<file path="src/logic/tcm_params.svh">
// Purpose: Offsets, bit positions, reset values of the timer channel block
// Assumes: 32-bit AXI4-Lite data, 12-bit byte address
// Notes:   Included by the package and every design file
`ifndef TCM_PARAMS_SVH
`define TCM_PARAMS_SVH

`define TCM_ADDR_W       12
`define TCM_CSC_OFFSET   12'h000
`define TCM_UNIT_OFFSET  12'h004

`define TCM_FLAG_BIT     7
`define TCM_IE_BIT       6
`define TCM_MSU_BIT      5
`define TCM_MSL_BIT      4
`define TCM_ELSU_BIT     3
`define TCM_ELSL_BIT     2
`define TCM_CAS_BIT      5

`define TCM_CSC_RESET    8'h00
`define TCM_UNIT_RESET   8'h00

`define TCM_RESP_OKAY    2'h0
`define TCM_RESP_SLVERR  2'h2

`endif

</file>
<file path="src/logic/tcm_pkg.sv">
// Purpose: Types shared by the timer channel block
// Assumes: Nothing beyond the params header
// Notes:   Mode codes are internal only
`include "tcm_params.svh"

package tcm_pkg;

    typedef enum logic [2:0] {
        TCM_MODE_CAPTURE = 3'b000,
        TCM_MODE_COMPARE = 3'b001,
        TCM_MODE_EDGE_ALIGNED_PWM    = 3'b010,
        TCM_MODE_CENTER_ALIGNED_PWM    = 3'b011
    } tcm_mode_t;

    typedef logic [1:0] tcm_edge_sel_t;

endpackage

</file>
<file path="src/logic/tcm_axil_slave.sv">
// Purpose: AXI4-Lite slave front end, one write and one read at a time
// Assumes: Register file decodes address and answers in the pulse cycle
// Notes:   Write pulse one cycle after both channels taken; read likewise
`timescale 1ns/1ps
`include "tcm_params.svh"

module tcm_axil_slave
    import tcm_pkg::*;
(
    input  wire logic                   sys_clk,
    input  wire logic                   reset,
    input  wire logic                   s_axi_awvalid,
    output logic                        s_axi_awready,
    input  wire logic [`TCM_ADDR_W-1:0] s_axi_awaddr,
    input  wire logic                   s_axi_wvalid,
    output logic                        s_axi_wready,
    input  wire logic [31:0]            s_axi_wdata,
    input  wire logic [3:0]             s_axi_wstrb,
    output logic                        s_axi_bvalid,
    input  wire logic                   s_axi_bready,
    output logic [1:0]                  s_axi_bresp,
    input  wire logic                   s_axi_arvalid,
    output logic                        s_axi_arready,
    input  wire logic [`TCM_ADDR_W-1:0] s_axi_araddr,
    output logic                        s_axi_rvalid,
    input  wire logic                   s_axi_rready,
    output logic [31:0]                 s_axi_rdata,
    output logic [1:0]                  s_axi_rresp,
    output logic                        wr_pulse,
    output logic [`TCM_ADDR_W-1:0]      wr_addr,
    output logic [31:0]                 wr_data,
    output logic [3:0]                  wr_strb,
    input  wire logic                   wr_ok,
    output logic                        rd_pulse,
    output logic [`TCM_ADDR_W-1:0]      rd_addr,
    input  wire logic [31:0]            rd_data,
    input  wire logic                   rd_ok
);

    logic                   awready_r, awready_nxt;
    logic                   wready_r, wready_nxt;
    logic                   aw_have_r, aw_have_nxt;
    logic                   w_have_r, w_have_nxt;
    logic [`TCM_ADDR_W-1:0] awaddr_r, awaddr_nxt;
    logic [31:0]            wdata_r, wdata_nxt;
    logic [3:0]             wstrb_r, wstrb_nxt;
    logic                   bvalid_r, bvalid_nxt;
    logic [1:0]             bresp_r, bresp_nxt;
    logic                   arready_r, arready_nxt;
    logic                   rd_pend_r, rd_pend_nxt;
    logic [`TCM_ADDR_W-1:0] araddr_r, araddr_nxt;
    logic                   rvalid_r, rvalid_nxt;
    logic [31:0]            rdata_r, rdata_nxt;
    logic [1:0]             rresp_r, rresp_nxt;

    assign wr_pulse = aw_have_r & w_have_r & ~bvalid_r;
    assign wr_addr  = awaddr_r;
    assign wr_data  = wdata_r;
    assign wr_strb  = wstrb_r;
    assign rd_pulse = rd_pend_r;
    assign rd_addr  = araddr_r;

    always_comb begin
        awready_nxt = awready_r;
        wready_nxt  = wready_r;
        aw_have_nxt = aw_have_r;
        w_have_nxt  = w_have_r;
        awaddr_nxt  = awaddr_r;
        wdata_nxt   = wdata_r;
        wstrb_nxt   = wstrb_r;
        bvalid_nxt  = bvalid_r;
        bresp_nxt   = bresp_r;
        if (s_axi_awvalid && awready_r) begin
            awready_nxt = 1'b0;
            aw_have_nxt = 1'b1;
            awaddr_nxt  = s_axi_awaddr;
        end
        if (s_axi_wvalid && wready_r) begin
            wready_nxt = 1'b0;
            w_have_nxt = 1'b1;
            wdata_nxt  = s_axi_wdata;
            wstrb_nxt  = s_axi_wstrb;
        end
        if (wr_pulse) begin
            bvalid_nxt = 1'b1;
            bresp_nxt  = wr_ok ? `TCM_RESP_OKAY : `TCM_RESP_SLVERR;
        end
        if (bvalid_r && s_axi_bready) begin
            bvalid_nxt  = 1'b0;
            aw_have_nxt = 1'b0;
            w_have_nxt  = 1'b0;
            awready_nxt = 1'b1;
            wready_nxt  = 1'b1;
        end
    end

    always_comb begin
        arready_nxt = arready_r;
        rd_pend_nxt = 1'b0;
        araddr_nxt  = araddr_r;
        rvalid_nxt  = rvalid_r;
        rdata_nxt   = rdata_r;
        rresp_nxt   = rresp_r;
        if (s_axi_arvalid && arready_r) begin
            arready_nxt = 1'b0;
            rd_pend_nxt = 1'b1;
            araddr_nxt  = s_axi_araddr;
        end
        if (rd_pend_r) begin
            rvalid_nxt = 1'b1;
            rdata_nxt  = rd_ok ? rd_data : 32'h0000_0000;
            rresp_nxt  = rd_ok ? `TCM_RESP_OKAY : `TCM_RESP_SLVERR;
        end
        if (rvalid_r && s_axi_rready) begin
            rvalid_nxt  = 1'b0;
            arready_nxt = 1'b1;
        end
    end

    always_ff @(posedge sys_clk or posedge reset) begin
        if (reset) begin
            awready_r <= 1'b1;
            wready_r  <= 1'b1;
            aw_have_r <= 1'b0;
            w_have_r  <= 1'b0;
            awaddr_r  <= '0;
            wdata_r   <= 32'h0000_0000;
            wstrb_r   <= 4'h0;
            bvalid_r  <= 1'b0;
            bresp_r   <= `TCM_RESP_OKAY;
            arready_r <= 1'b1;
            rd_pend_r <= 1'b0;
            araddr_r  <= '0;
            rvalid_r  <= 1'b0;
            rdata_r   <= 32'h0000_0000;
            rresp_r   <= `TCM_RESP_OKAY;
        end else begin
            awready_r <= awready_nxt;
            wready_r  <= wready_nxt;
            aw_have_r <= aw_have_nxt;
            w_have_r  <= w_have_nxt;
            awaddr_r  <= awaddr_nxt;
            wdata_r   <= wdata_nxt;
            wstrb_r   <= wstrb_nxt;
            bvalid_r  <= bvalid_nxt;
            bresp_r   <= bresp_nxt;
            arready_r <= arready_nxt;
            rd_pend_r <= rd_pend_nxt;
            araddr_r  <= araddr_nxt;
            rvalid_r  <= rvalid_nxt;
            rdata_r   <= rdata_nxt;
            rresp_r   <= rresp_nxt;
        end
    end

    assign s_axi_awready = awready_r;
    assign s_axi_wready  = wready_r;
    assign s_axi_bvalid  = bvalid_r;
    assign s_axi_bresp   = bresp_r;
    assign s_axi_arready = arready_r;
    assign s_axi_rvalid  = rvalid_r;
    assign s_axi_rdata   = rdata_r;
    assign s_axi_rresp   = rresp_r;

endmodule

</file>
<file path="src/logic/tcm_edge_det.sv">
// Purpose: Rising and falling edge detector for the channel pin
// Assumes: Pin already synchronous to sys_clk
// Notes:   Previous level tracks the pin in every mode
`timescale 1ns/1ps
`include "tcm_params.svh"

module tcm_edge_det
    import tcm_pkg::*;
(
    input  wire logic sys_clk,
    input  wire logic reset,
    input  wire logic pin_in,
    output logic      rise,
    output logic      fall
);

    logic prev_r;
    logic prev_nxt;

    always_comb begin
        prev_nxt = pin_in;
    end

    always_ff @(posedge sys_clk or posedge reset) begin
        if (reset) begin
            prev_r <= 1'b0;
        end else begin
            prev_r <= prev_nxt;
        end
    end

    assign rise = pin_in & ~prev_r;
    assign fall = ~pin_in & prev_r;

endmodule

</file>
<file path="src/logic/tcm_top.sv">
// Purpose: One timer channel: event flag, irq enable, mode and pin control
// Assumes: Counter, prescaler and value registers live outside this block
// Notes:   Counter match, direction, wrap and duty limits arrive as inputs
//
// Implementation choices: the placing of the registers and the AXI4-Lite register port.
`timescale 1ns/1ps
`include "tcm_params.svh"

module tcm_top
    import tcm_pkg::*;
(
    input  wire logic                   sys_clk,
    input  wire logic                   reset,
    input  wire logic                   s_axi_awvalid,
    output logic                        s_axi_awready,
    input  wire logic [`TCM_ADDR_W-1:0] s_axi_awaddr,
    input  wire logic                   s_axi_wvalid,
    output logic                        s_axi_wready,
    input  wire logic [31:0]            s_axi_wdata,
    input  wire logic [3:0]             s_axi_wstrb,
    output logic                        s_axi_bvalid,
    input  wire logic                   s_axi_bready,
    output logic [1:0]                  s_axi_bresp,
    input  wire logic                   s_axi_arvalid,
    output logic                        s_axi_arready,
    input  wire logic [`TCM_ADDR_W-1:0] s_axi_araddr,
    output logic                        s_axi_rvalid,
    input  wire logic                   s_axi_rready,
    output logic [31:0]                 s_axi_rdata,
    output logic [1:0]                  s_axi_rresp,
    input  wire logic                   chan_pin_in,
    input  wire logic                   cnt_match,
    input  wire logic                   cnt_down,
    input  wire logic                   cnt_wrap,
    input  wire logic                   duty_zero,
    input  wire logic                   duty_full,
    output logic                        chan_pin_out,
    output logic                        chan_pin_oe,
    output logic                        chan_irq,
    output logic                        capture_strobe,
    output logic                        coh_reset,
    output logic                        center_align_out
);

    logic                   wr_pulse, rd_pulse;
    logic [`TCM_ADDR_W-1:0] wr_addr, rd_addr;
    logic [31:0]            wr_data, rd_data;
    logic [3:0]             wr_strb;
    logic                   wr_ok, rd_ok;
    logic                   pin_rise, pin_fall;

    logic          flag_r, flag_nxt;
    logic          ie_r, ie_nxt;
    logic          msu_r, msu_nxt;
    logic          msl_r, msl_nxt;
    tcm_edge_sel_t els_r, els_nxt;
    logic          cas_r, cas_nxt;
    logic          armed_r, armed_nxt;
    logic          pin_out_r, pin_out_nxt;
    logic          pin_oe_r, pin_oe_nxt;
    logic          irq_r, irq_nxt;
    logic          cap_r, cap_nxt;
    logic          coh_r, coh_nxt;

    logic          wr_csc, wr_unit, rd_csc, rd_unit;
    logic          clear_ok, ic_evt, cmp_evt, evt, is_pwm, hi_true;
    logic          duty_edge;
    tcm_mode_t     mode;
    logic [7:0]    csc_view;
    logic [`TCM_ADDR_W-1:0] wr_word, rd_word;

    tcm_axil_slave u_bus (
        .sys_clk       (sys_clk),
        .reset         (reset),
        .s_axi_awvalid (s_axi_awvalid),
        .s_axi_awready (s_axi_awready),
        .s_axi_awaddr  (s_axi_awaddr),
        .s_axi_wvalid  (s_axi_wvalid),
        .s_axi_wready  (s_axi_wready),
        .s_axi_wdata   (s_axi_wdata),
        .s_axi_wstrb   (s_axi_wstrb),
        .s_axi_bvalid  (s_axi_bvalid),
        .s_axi_bready  (s_axi_bready),
        .s_axi_bresp   (s_axi_bresp),
        .s_axi_arvalid (s_axi_arvalid),
        .s_axi_arready (s_axi_arready),
        .s_axi_araddr  (s_axi_araddr),
        .s_axi_rvalid  (s_axi_rvalid),
        .s_axi_rready  (s_axi_rready),
        .s_axi_rdata   (s_axi_rdata),
        .s_axi_rresp   (s_axi_rresp),
        .wr_pulse      (wr_pulse),
        .wr_addr       (wr_addr),
        .wr_data       (wr_data),
        .wr_strb       (wr_strb),
        .wr_ok         (wr_ok),
        .rd_pulse      (rd_pulse),
        .rd_addr       (rd_addr),
        .rd_data       (rd_data),
        .rd_ok         (rd_ok)
    );

    tcm_edge_det u_edge (
        .sys_clk (sys_clk),
        .reset   (reset),
        .pin_in  (chan_pin_in),
        .rise    (pin_rise),
        .fall    (pin_fall)
    );

    // Word decode; low address bits ignored
    assign wr_word = {wr_addr[`TCM_ADDR_W-1:2], 2'b00};
    assign rd_word = {rd_addr[`TCM_ADDR_W-1:2], 2'b00};
    assign wr_ok   = (wr_word == `TCM_CSC_OFFSET)
                   | (wr_word == `TCM_UNIT_OFFSET);
    assign rd_ok   = (rd_word == `TCM_CSC_OFFSET)
                   | (rd_word == `TCM_UNIT_OFFSET);
    assign wr_csc  = wr_pulse & (wr_word == `TCM_CSC_OFFSET);
    assign wr_unit = wr_pulse & (wr_word == `TCM_UNIT_OFFSET);
    assign rd_csc  = rd_pulse & (rd_word == `TCM_CSC_OFFSET);
    assign rd_unit = rd_pulse & (rd_word == `TCM_UNIT_OFFSET);

    assign csc_view = {flag_r, ie_r, msu_r, msl_r, els_r, 2'b00};

    always_comb begin
        rd_data = 32'h0000_0000;
        if (rd_csc) begin
            rd_data[7:0] = csc_view;
        end else if (rd_unit) begin
            rd_data[`TCM_CAS_BIT] = cas_r;
        end
    end

    always_comb begin
        if (cas_r) begin
            mode = TCM_MODE_CENTER_ALIGNED_PWM;
        end else if (msu_r) begin
            mode = TCM_MODE_EDGE_ALIGNED_PWM;
        end else if (msl_r) begin
            mode = TCM_MODE_COMPARE;
        end else begin
            mode = TCM_MODE_CAPTURE;
        end
    end

    assign is_pwm    = (mode == TCM_MODE_EDGE_ALIGNED_PWM) | (mode == TCM_MODE_CENTER_ALIGNED_PWM);
    assign hi_true   = (els_r == 2'b10);
    assign duty_edge = duty_zero | duty_full;
    assign ic_evt    = (mode == TCM_MODE_CAPTURE)
                     & ((els_r[0] & pin_rise) | (els_r[1] & pin_fall));
    assign cmp_evt   = (mode != TCM_MODE_CAPTURE) & cnt_match
                     & ~(is_pwm & duty_edge);
    assign evt       = ic_evt | cmp_evt;
    assign clear_ok  = wr_csc & wr_strb[0] & ~wr_data[`TCM_FLAG_BIT]
                     & armed_r & ~evt;

    // Flag and clear handshake; a new event always wins over the clear
    always_comb begin
        flag_nxt  = evt | (flag_r & ~clear_ok);
        armed_nxt = armed_r;
        if (evt) begin
            armed_nxt = 1'b0;
        end else if (rd_csc && flag_r) begin
            armed_nxt = 1'b1;
        end else if (wr_csc) begin
            armed_nxt = 1'b0;
        end
        irq_nxt = flag_nxt & ie_nxt;
        cap_nxt = ic_evt;
        coh_nxt = wr_csc;
    end

    // Control fields from software
    always_comb begin
        ie_nxt  = ie_r;
        msu_nxt = msu_r;
        msl_nxt = msl_r;
        els_nxt = els_r;
        cas_nxt = cas_r;
        if (wr_csc && wr_strb[0]) begin
            ie_nxt  = wr_data[`TCM_IE_BIT];
            msu_nxt = wr_data[`TCM_MSU_BIT];
            msl_nxt = wr_data[`TCM_MSL_BIT];
            els_nxt = wr_data[`TCM_ELSU_BIT:`TCM_ELSL_BIT];
        end
        if (wr_unit && wr_strb[0]) begin
            cas_nxt = wr_data[`TCM_CAS_BIT];
        end
    end

    // Pin action per mode
    always_comb begin
        pin_out_nxt = pin_out_r;
        pin_oe_nxt  = (els_r != 2'b00) & (mode != TCM_MODE_CAPTURE);
        unique case (mode)
            TCM_MODE_CAPTURE: begin
                pin_out_nxt = 1'b0;
            end
            TCM_MODE_COMPARE: begin
                if (cnt_match) begin
                    unique case (els_r)
                        2'b01: pin_out_nxt = ~pin_out_r;
                        2'b10: pin_out_nxt = 1'b0;
                        2'b11: pin_out_nxt = 1'b1;
                        2'b00: pin_out_nxt = pin_out_r;
                    endcase
                end
            end
            TCM_MODE_EDGE_ALIGNED_PWM: begin
                if (duty_zero) begin
                    pin_out_nxt = ~hi_true;
                end else if (duty_full) begin
                    pin_out_nxt = hi_true;
                end else if (cnt_match) begin
                    pin_out_nxt = ~hi_true;
                end else if (cnt_wrap) begin
                    pin_out_nxt = hi_true;
                end
            end
            TCM_MODE_CENTER_ALIGNED_PWM: begin
                if (duty_zero) begin
                    pin_out_nxt = ~hi_true;
                end else if (duty_full) begin
                    pin_out_nxt = hi_true;
                end else if (cnt_match && !cnt_down) begin
                    pin_out_nxt = ~hi_true;
                end else if (cnt_match && cnt_down) begin
                    pin_out_nxt = hi_true;
                end
            end
        endcase
    end

    always_ff @(posedge sys_clk or posedge reset) begin
        if (reset) begin
            flag_r    <= 1'(`TCM_CSC_RESET >> `TCM_FLAG_BIT);
            ie_r      <= 1'b0;
            msu_r     <= 1'b0;
            msl_r     <= 1'b0;
            els_r     <= 2'b00;
            cas_r     <= 1'b0;
            armed_r   <= 1'b0;
            pin_out_r <= 1'b0;
            pin_oe_r  <= 1'b0;
            irq_r     <= 1'b0;
            cap_r     <= 1'b0;
            coh_r     <= 1'b0;
        end else begin
            flag_r    <= flag_nxt;
            ie_r      <= ie_nxt;
            msu_r     <= msu_nxt;
            msl_r     <= msl_nxt;
            els_r     <= els_nxt;
            cas_r     <= cas_nxt;
            armed_r   <= armed_nxt;
            pin_out_r <= pin_out_nxt;
            pin_oe_r  <= pin_oe_nxt;
            irq_r     <= irq_nxt;
            cap_r     <= cap_nxt;
            coh_r     <= coh_nxt;
        end
    end

    assign chan_pin_out     = pin_out_r;
    assign chan_pin_oe      = pin_oe_r;
    assign chan_irq         = irq_r;
    assign capture_strobe   = cap_r;
    assign coh_reset        = coh_r;
    assign center_align_out = cas_r;
endmodule

</file>
<file path="config.mk">
export PLATFORM = sky130hd
export DESIGN_NAME = tcm_top
export DESIGN_NICKNAME = d
export VERILOG_FILES = /design/src/logic/tcm_pkg.sv /design/src/logic/tcm_axil_slave.sv /design/src/logic/tcm_edge_det.sv /design/src/logic/tcm_top.sv
export VERILOG_INCLUDE_DIRS = /design/src /design/src/logic
export SDC_FILE = /design/constraint.sdc
export NUM_CORES = 1
export LEC_CHECK = 0
export BUFFER_PORTS_ARGS = -buffer_cell sky130_fd_sc_hd__clkbuf_2
export CORE_ASPECT_RATIO = 1.75
export CORE_MARGIN = 2
export CORE_UTILIZATION = 40
export CTS_CLUSTER_DIAMETER = 50
export DETAILED_ROUTE_END_ITERATION = 8
export PLACE_DENSITY_LB_ADDON = 0.2
export SYNTH_ARGS = -nofsm -noshare
export SYNTH_HDL_FRONTEND = slang
export SYNTH_SLANG_ARGS = --single-unit
</file>
<file path="constraint.sdc">
create_clock -name sys_clk -period 2.09 [get_ports sys_clk]
set_input_delay 0.418 -clock sys_clk [delete_from_list [all_inputs] [get_ports sys_clk]]
set_output_delay 0.418 -clock sys_clk [all_outputs]
set_load 0.005 [all_outputs]
</file>
=== Word level (Yosys, flattened, before mapping) ===
Index checks and enable logic that the tools add are counted.

* Bits of input ports: 73
* Output and inout port bits: 47
* Flip-flop bits (word level): 91
* Logic and storage cells: 141

* Reductions and logical operators: 24
* Multiplexer cells: 40
* Eq/ne operators: 12
* Bitwise gates (word level): 37

{| class="wikitable"
|+ Operator list
! cell !! number
|-
| two-way mux 1 bit || 31
|-
| logical NOT 12 bit || 2
|-
| AND 1 bit || 21
|-
| == test 10 x 1 -> 1 bit (second input constant) || 2
|-
| nonzero test 2 bit || 6
|-
| logical AND 1 bit || 10
|-
| two-way mux 2 bit || 5
|-
| inverter 1 bit || 9
|-
| two-way mux 8 bit || 1
|-
| OR 1 bit || 7
|-
| == test 3 x 2 -> 1 bit (second input constant) || 2
|-
| nonzero test 3 bit || 2
|-
| two-way mux 5 bit || 1
|-
| inequality test 5 x 3 -> 1 bit (second input constant) || 1
|-
| inequality test 5 bit (second input constant) || 1
|-
| == test 2 bit (second input constant) || 2
|-
| inequality test 2 bit (second input constant) || 2
|-
| case mux 1 bit (4 select lines) || 1
|-
| AND reduction 4 bit || 1
|-
| == test 3 x 1 -> 1 bit (second input constant) || 1
|-
| logical NOT 3 bit || 1
|-
| case mux 1 bit (3 select lines) || 1
|-
| == test 2 x 1 -> 1 bit (second input constant) || 1
|-
| logical NOT 2 bit || 1
|-
| logical NOT 1 bit || 1
|}

=== Depth between registers and ports, before layout ===
* Depth after elaboration: 15
* Mapped depth: 5
* Mapped depth without buffers: 5

=== By module ===
From an unflattened synthesis, not the netlist that was laid out.

* Cell total of the unflattened synthesis: 314
* Area, all modules: 4703.3 sq um

{| class="wikitable"
|+ By module, submodules not included
! module !! times used !! area an instance (sq um) !! sequential area each (sq um) !! cells an instance
|-
| tcm_axil_slave || 1 || 3890.0 || 2556.2 || 237
|-
| tcm_top || 1 || 769.5 || 325.3 || 73
|-
| tcm_edge_det || 1 || 43.8 || 25.0 || 4
|}

=== Least setup slack after synthesis ===
No wires, ideal clock.

* Kind: register to register
* Start point: register u_bus.bvalid_r (netlist: u_bus.s_axi_bvalid)
* End point: register irq_r (netlist: chan_irq)
* Setup time: 0.119 ns
* Stages on the path, launching flop included: 6
* Buffers on the path: 0
* Required time: 1.971 ns
* Arrival time: 1.623 ns
* Setup slack: 0.348 ns
* Period minus slack after synthesis: 1.742 ns
* Path through: dfrtp_1 nand3b_1 nand4b_2 nor3b_4 mux2_4 o21a_1

* Elaborated cells on any way between the ends: 13
* Classes of those cells: 1 x mux; 11 x bitwise; 1 x reduce/logical

{| class="wikitable"
|+ RTL lines
! what !! line !! RTL
|-
| start: declaration || tcm_axil_slave.sv:47 || <nowiki>logic bvalid_r, bvalid_nxt;</nowiki>
|-
| start signal: assignment || tcm_axil_slave.sv:145 || <nowiki>bvalid_r <= bvalid_nxt;</nowiki>
|-
| inverter 1 bit || tcm_axil_slave.sv:56 || <nowiki>assign wr_pulse = aw_have_r & w_have_r & ~bvalid_r;</nowiki>
|-
| AND 1 bit || tcm_axil_slave.sv:56 ||
|-
| AND 1 bit || tcm_top.sv:118 || <nowiki>assign wr_csc = wr_pulse & (wr_word == `TCM_CSC_OFFSET);</nowiki>
|-
| logical AND 1 bit || tcm_top.sv:180 || <nowiki>if (wr_csc && wr_strb[0]) begin</nowiki>
|-
| two-way mux 1 bit || tcm_top.sv:180 ||
|-
| via ie_nxt || tcm_top.sv:53 || <nowiki>logic ie_r, ie_nxt;</nowiki>
|-
| AND 1 bit || tcm_top.sv:168 || <nowiki>irq_nxt = flag_nxt & ie_nxt;</nowiki>
|-
| via irq_nxt || tcm_top.sv:61 || <nowiki>logic irq_r, irq_nxt;</nowiki>
|-
| end signal: assignment || tcm_top.sv:258 || <nowiki>irq_r <= irq_nxt;</nowiki>
|-
| end: declaration || tcm_top.sv:61 ||
|}

The timed path passes the listed nets, and every way through them passes these cells.
A chain may end at the register's enable or synchronous reset.

=== Final worst setup path ===
Ends and elaborated chain as after synthesis.

==> flow_results.org <==
** Routing
- Total wire length after detailed routing :: 4230 µm
- Detailed-route DRC error count :: 0
- 1st-pass router iterations :: 4
- Vias post-DR :: 1621
- Via density per instance :: between 4 and 5
- After detailed routing, the average wire length per cell comes to roughly 12 µm.
- Antenna violation net count after detailed routing :: 0
- The first routing iteration left 36 violations.

** Synth
- For this run, the number of Yosys warnings is 0.
- After synthesis, the netlist uses 34 different library cells.
- Average size of a mapped cell :: 12.1 µm²
- Of all flip-flops after synthesis, the portion carrying an async set or reset was 100%.
- Synthesis inferred 57 register bits.
- For this run, the leading register cell type out of synthesis is sky130_fd_sc_hd__dfrtp_1.
- Counting every instance in the synthesized netlist gives 208.
- In this run the cell area of the synthesized design comes to 2520 µm².
- The synthesized design contains 0 enable-type register cells.
- Sequential cell area fraction in the yosys report :: 56.8%

** Global routing
- For this run, global-route usage on met2 was measured as 23.7%.
- The first global-routing pass estimated 7210 µm of wire.
- Number of global-route vias before repair :: 1638
- M1 GR Usage :: 14.6%
- Number of antenna violations at the first check in global routing :: 0
- Entering global routing, the biggest net connects 58 pins.
- Highest-utilization routing layer at the global route stage :: met2
- Met3 Usage GRT :: 4.23%
- Across every metal layer, demand over resource in global routing totals 13.8%.
- The total overflow left after global routing is 0.

** Critical path
- Worst Setup Path Type :: reg -> reg
- At the worst endpoint, the required time is 2.31 ns.
- Crit path launch type :: flop
- CP max FO :: 6
- Data on the critical path arrives at its endpoint at 2.07 ns.
- STA classifies the critical path endpoint as a flop.

** Floorplan
- The die is roughly 110 µm tall.
- Overall die width :: 64.0 µm
- In this run the count of I/O pins placed on the die edge is 120.
- The total area inside the core boundary comes to 6130 µm².
- The initial utilization of the core area, before any placement, comes to ~40%.
- The floorplan step defined a die boundary enclosing about 7000 µm².
- Row Count :: 38

** Timing
- After routing, the total negative slack on setup checks comes to 0 ns.
- Slew Limit Headroom :: 57.4%
- Setup violations remaining at the end of the flow were counted as 0.
- The number of max-slew violations in the final report was 0.
- Setup repair after global routing left no endpoint under its margin.
- Subtracting the final worst setup slack from the clock period gives 1.85 ns.
- Transition time at the pin with the least slew margin :: 0.623 ns
- The final count of hold timing violations came to 0.
- Clk_skew :: 0.00818 ns
- Final hold analysis gives a worst-case slack of 0.119 ns.
- Share of the clock period used by the worst path after layout :: 88.7%
- Max Clk Rate :: 539 MHz

** Power
- For this design the total switching power over the nets is a little under 0.0009 W.
- The clock network is responsible for around a third of the overall power.
- Combinational logic is responsible for a little under a fifth of the overall power.
- Power Internal :: ~0.0026 W
- Cell leakage power :: 1.52 nW
- Peak supply drop :: 0.756 mV
- The design draws 0.00352 W.
- Areal power density over the cells :: between 1000 and 1500 nW/µm²
- Net switching is 25.0% of the power.
- Sequential power share :: 48.9%

** Clocking
- Buffer levels on the longest clock path :: 2
- TritonCTS buffer count :: 9
- The tree built by TritonCTS fans out to 57 sinks.
- Clock Tree Root :: sky130_fd_sc_hd__clkbuf_8
- CTS built an H-tree with a depth of 3.
- The clock reaches the later pin of the worst-skew pair after 0.33 ns.
- Hold-fix buffers, CTS :: 0
- Clock tree from TritonCTS :: done
- Post-cts resize count :: 0
- After clock tree synthesis, the clock-pin slew on the worst setup and hold paths is 0.06 ns.
- Post-CTS Repair Setup Buffers :: 0

** Final layout
- Across the whole layout, storage elements account for between 1000 and 1500 µm².
- Compared with the post-synthesis result, the final layout area differs by 21.1%.
- Summing all multi-input logic gate instances after layout gives 905 µm².
- Nets@finish :: 349
- Fill cell instance count of the final layout :: 609
- Final standard cell utilization of the core :: approximately half
- Diode count :: 0
- Cells with a size suffix above 1 make up about two fifths of the layout.

** Place
- Routability-driven placement finished with a final weighted congestion of 0.768.
- Number of input and output port buffers inserted :: 58
- Detailed placement finished with a half-perimeter wire length of 3160 µm.

** Run
- Max capacitance violation total :: 0

** Status
- The run finished with clean final reports.

** Hold path
- Class of the tightest hold or removal check :: in -> async
## metal layers
| layer | routed length (µm) | share of wire (%) |
|---|---|---|
| met3 | 254 | 6.0 |
| met5 | 0 | 0 |
| met4 | 76 | 1.8 |
| met1 | 1560 | 37 |
| met2 | 2330 | 55 |
## power by group through the flow
stage | sequential, W | clock [W] | combinational, W
2_1_floorplan | 0.00167 | 0 | 0.000541
3_3_place_gp | 0.00173 | 0 | 0.000633
3_5_place_dp | 0.00174 | 0 | 0.000654
4_1_cts | 0.00173 | 0.00119 | 0.000656
5_1_grt | 0.00178 | 0.00124 | 0.000719
6_report | 0.00172 | 0.00116 | 0.000639
## cells by family after synthesis
family / Yosys count / synth area share, %
other: 1 / 0.149
AND/OR/NAND/NOR: 34 / 8.05
multiplexers: 35 / 15.7
flip-flops: 57 / 56.8
buffers and inverters: 48 / 11.3
XOR/XNOR: 1 / 0.348
AO/OA/AOI/OAI: 32 / 7.60
## cell usage after synthesis, types with 2 or more instances
library cell               instances  area [µm²]
sky130_fd_sc_hd__a21oi_1           7        35.0
sky130_fd_sc_hd__nand2_1          12        45.0
sky130_fd_sc_hd__o21a_1            3        22.5
sky130_fd_sc_hd__mux2_2           33         372
sky130_fd_sc_hd__inv_1            18        67.6
sky130_fd_sc_hd__nor2_1            6        22.5
sky130_fd_sc_hd__nor4_1            3        18.8
sky130_fd_sc_hd__nand2b_1          2        12.5
sky130_fd_sc_hd__o21ai_0          13        65.1
sky130_fd_sc_hd__clkbuf_1          2        7.51
sky130_fd_sc_hd__a31oi_1           2        12.5
sky130_fd_sc_hd__dfrtp_1          54        1350
sky130_fd_sc_hd__dfstp_2           3        78.8
sky130_fd_sc_hd__nand3b_1          3        22.5
sky130_fd_sc_hd__buf_4            28         210
## sequential cells by signal, indices dropped and copies added (netlist names), 2 cells and up
| signal | count |
|---|---|
| u_bus.s_axi_rdata | 6 |
| els_r | 2 |
| u_bus.wr_addr | 10 |
| u_bus.rd_addr | 10 |
| u_bus.wr_data | 6 |
## layout by cell type, fill, tap and decap left out, drive strengths merged, types with 2 or more instances in the layout
master   n
o21a     3
nand2   12
buf      2
conb    28
a31oi    2
clkbuf  71
bufinv   2
a21oi    7
nand3b   3
nor2     6
dfrtp   54
inv     18
nand2b   2
mux2    34
nand4b   2
nor4     4
o21ai   13
dfstp    3
## layout make-up
class	count	area share, %
inverters	18	2.22
clock inverters	2	1.97
multi-input cells	130	29.7
flip-flops and latches	57	46.9
repair buffers	60	10.4
clock buffers	13	5.54
well taps	80	3.28
## critical path, cell delays in order, from the launching register on
cell and delay [ns]:
sky130_fd_sc_hd__dfrtp_1 0.42, sky130_fd_sc_hd__nand3b_1 0.22, sky130_fd_sc_hd__nand4b_2 0.27, sky130_fd_sc_hd__nor3b_4 0.39
sky130_fd_sc_hd__mux2_4 0.34, sky130_fd_sc_hd__o21a_1 0.11
## final timing paths
check / from / endpoint / slack (ns) / cells past startpoint
setup / recovery: u_bus.s_axi_bvalid / chan_irq / 0.24 / 5
hold / removal: reset / u_bus.wr_addr[9] / 0.12 / 3
setup reg to reg: u_bus.s_axi_bvalid / chan_irq / 0.24 / 5
hold reg to reg: u_bus.s_axi_rresp[1] / u_bus.s_axi_rresp[1] / 0.48 / 1
max in group asynchronous: reset / u_bus.s_axi_awready / 1.67 / 3
min in group sys_clk: chan_pin_in / u_edge.prev_r / 0.23 / 1
## stage by stage
stage / cell area, µm² / setup slack, ns / cells
global route: 3050 / 0.116 / 360
CTS: 3050 / 0.196 / 360
global placement: 2820 / 0.219 / 345
detailed placement: 2820 / 0.216 / 345
floorplan: 2620 / 0.277 / 235
finish: 3050 / 0.236 / 360
(Power assumes the default switching activity.)
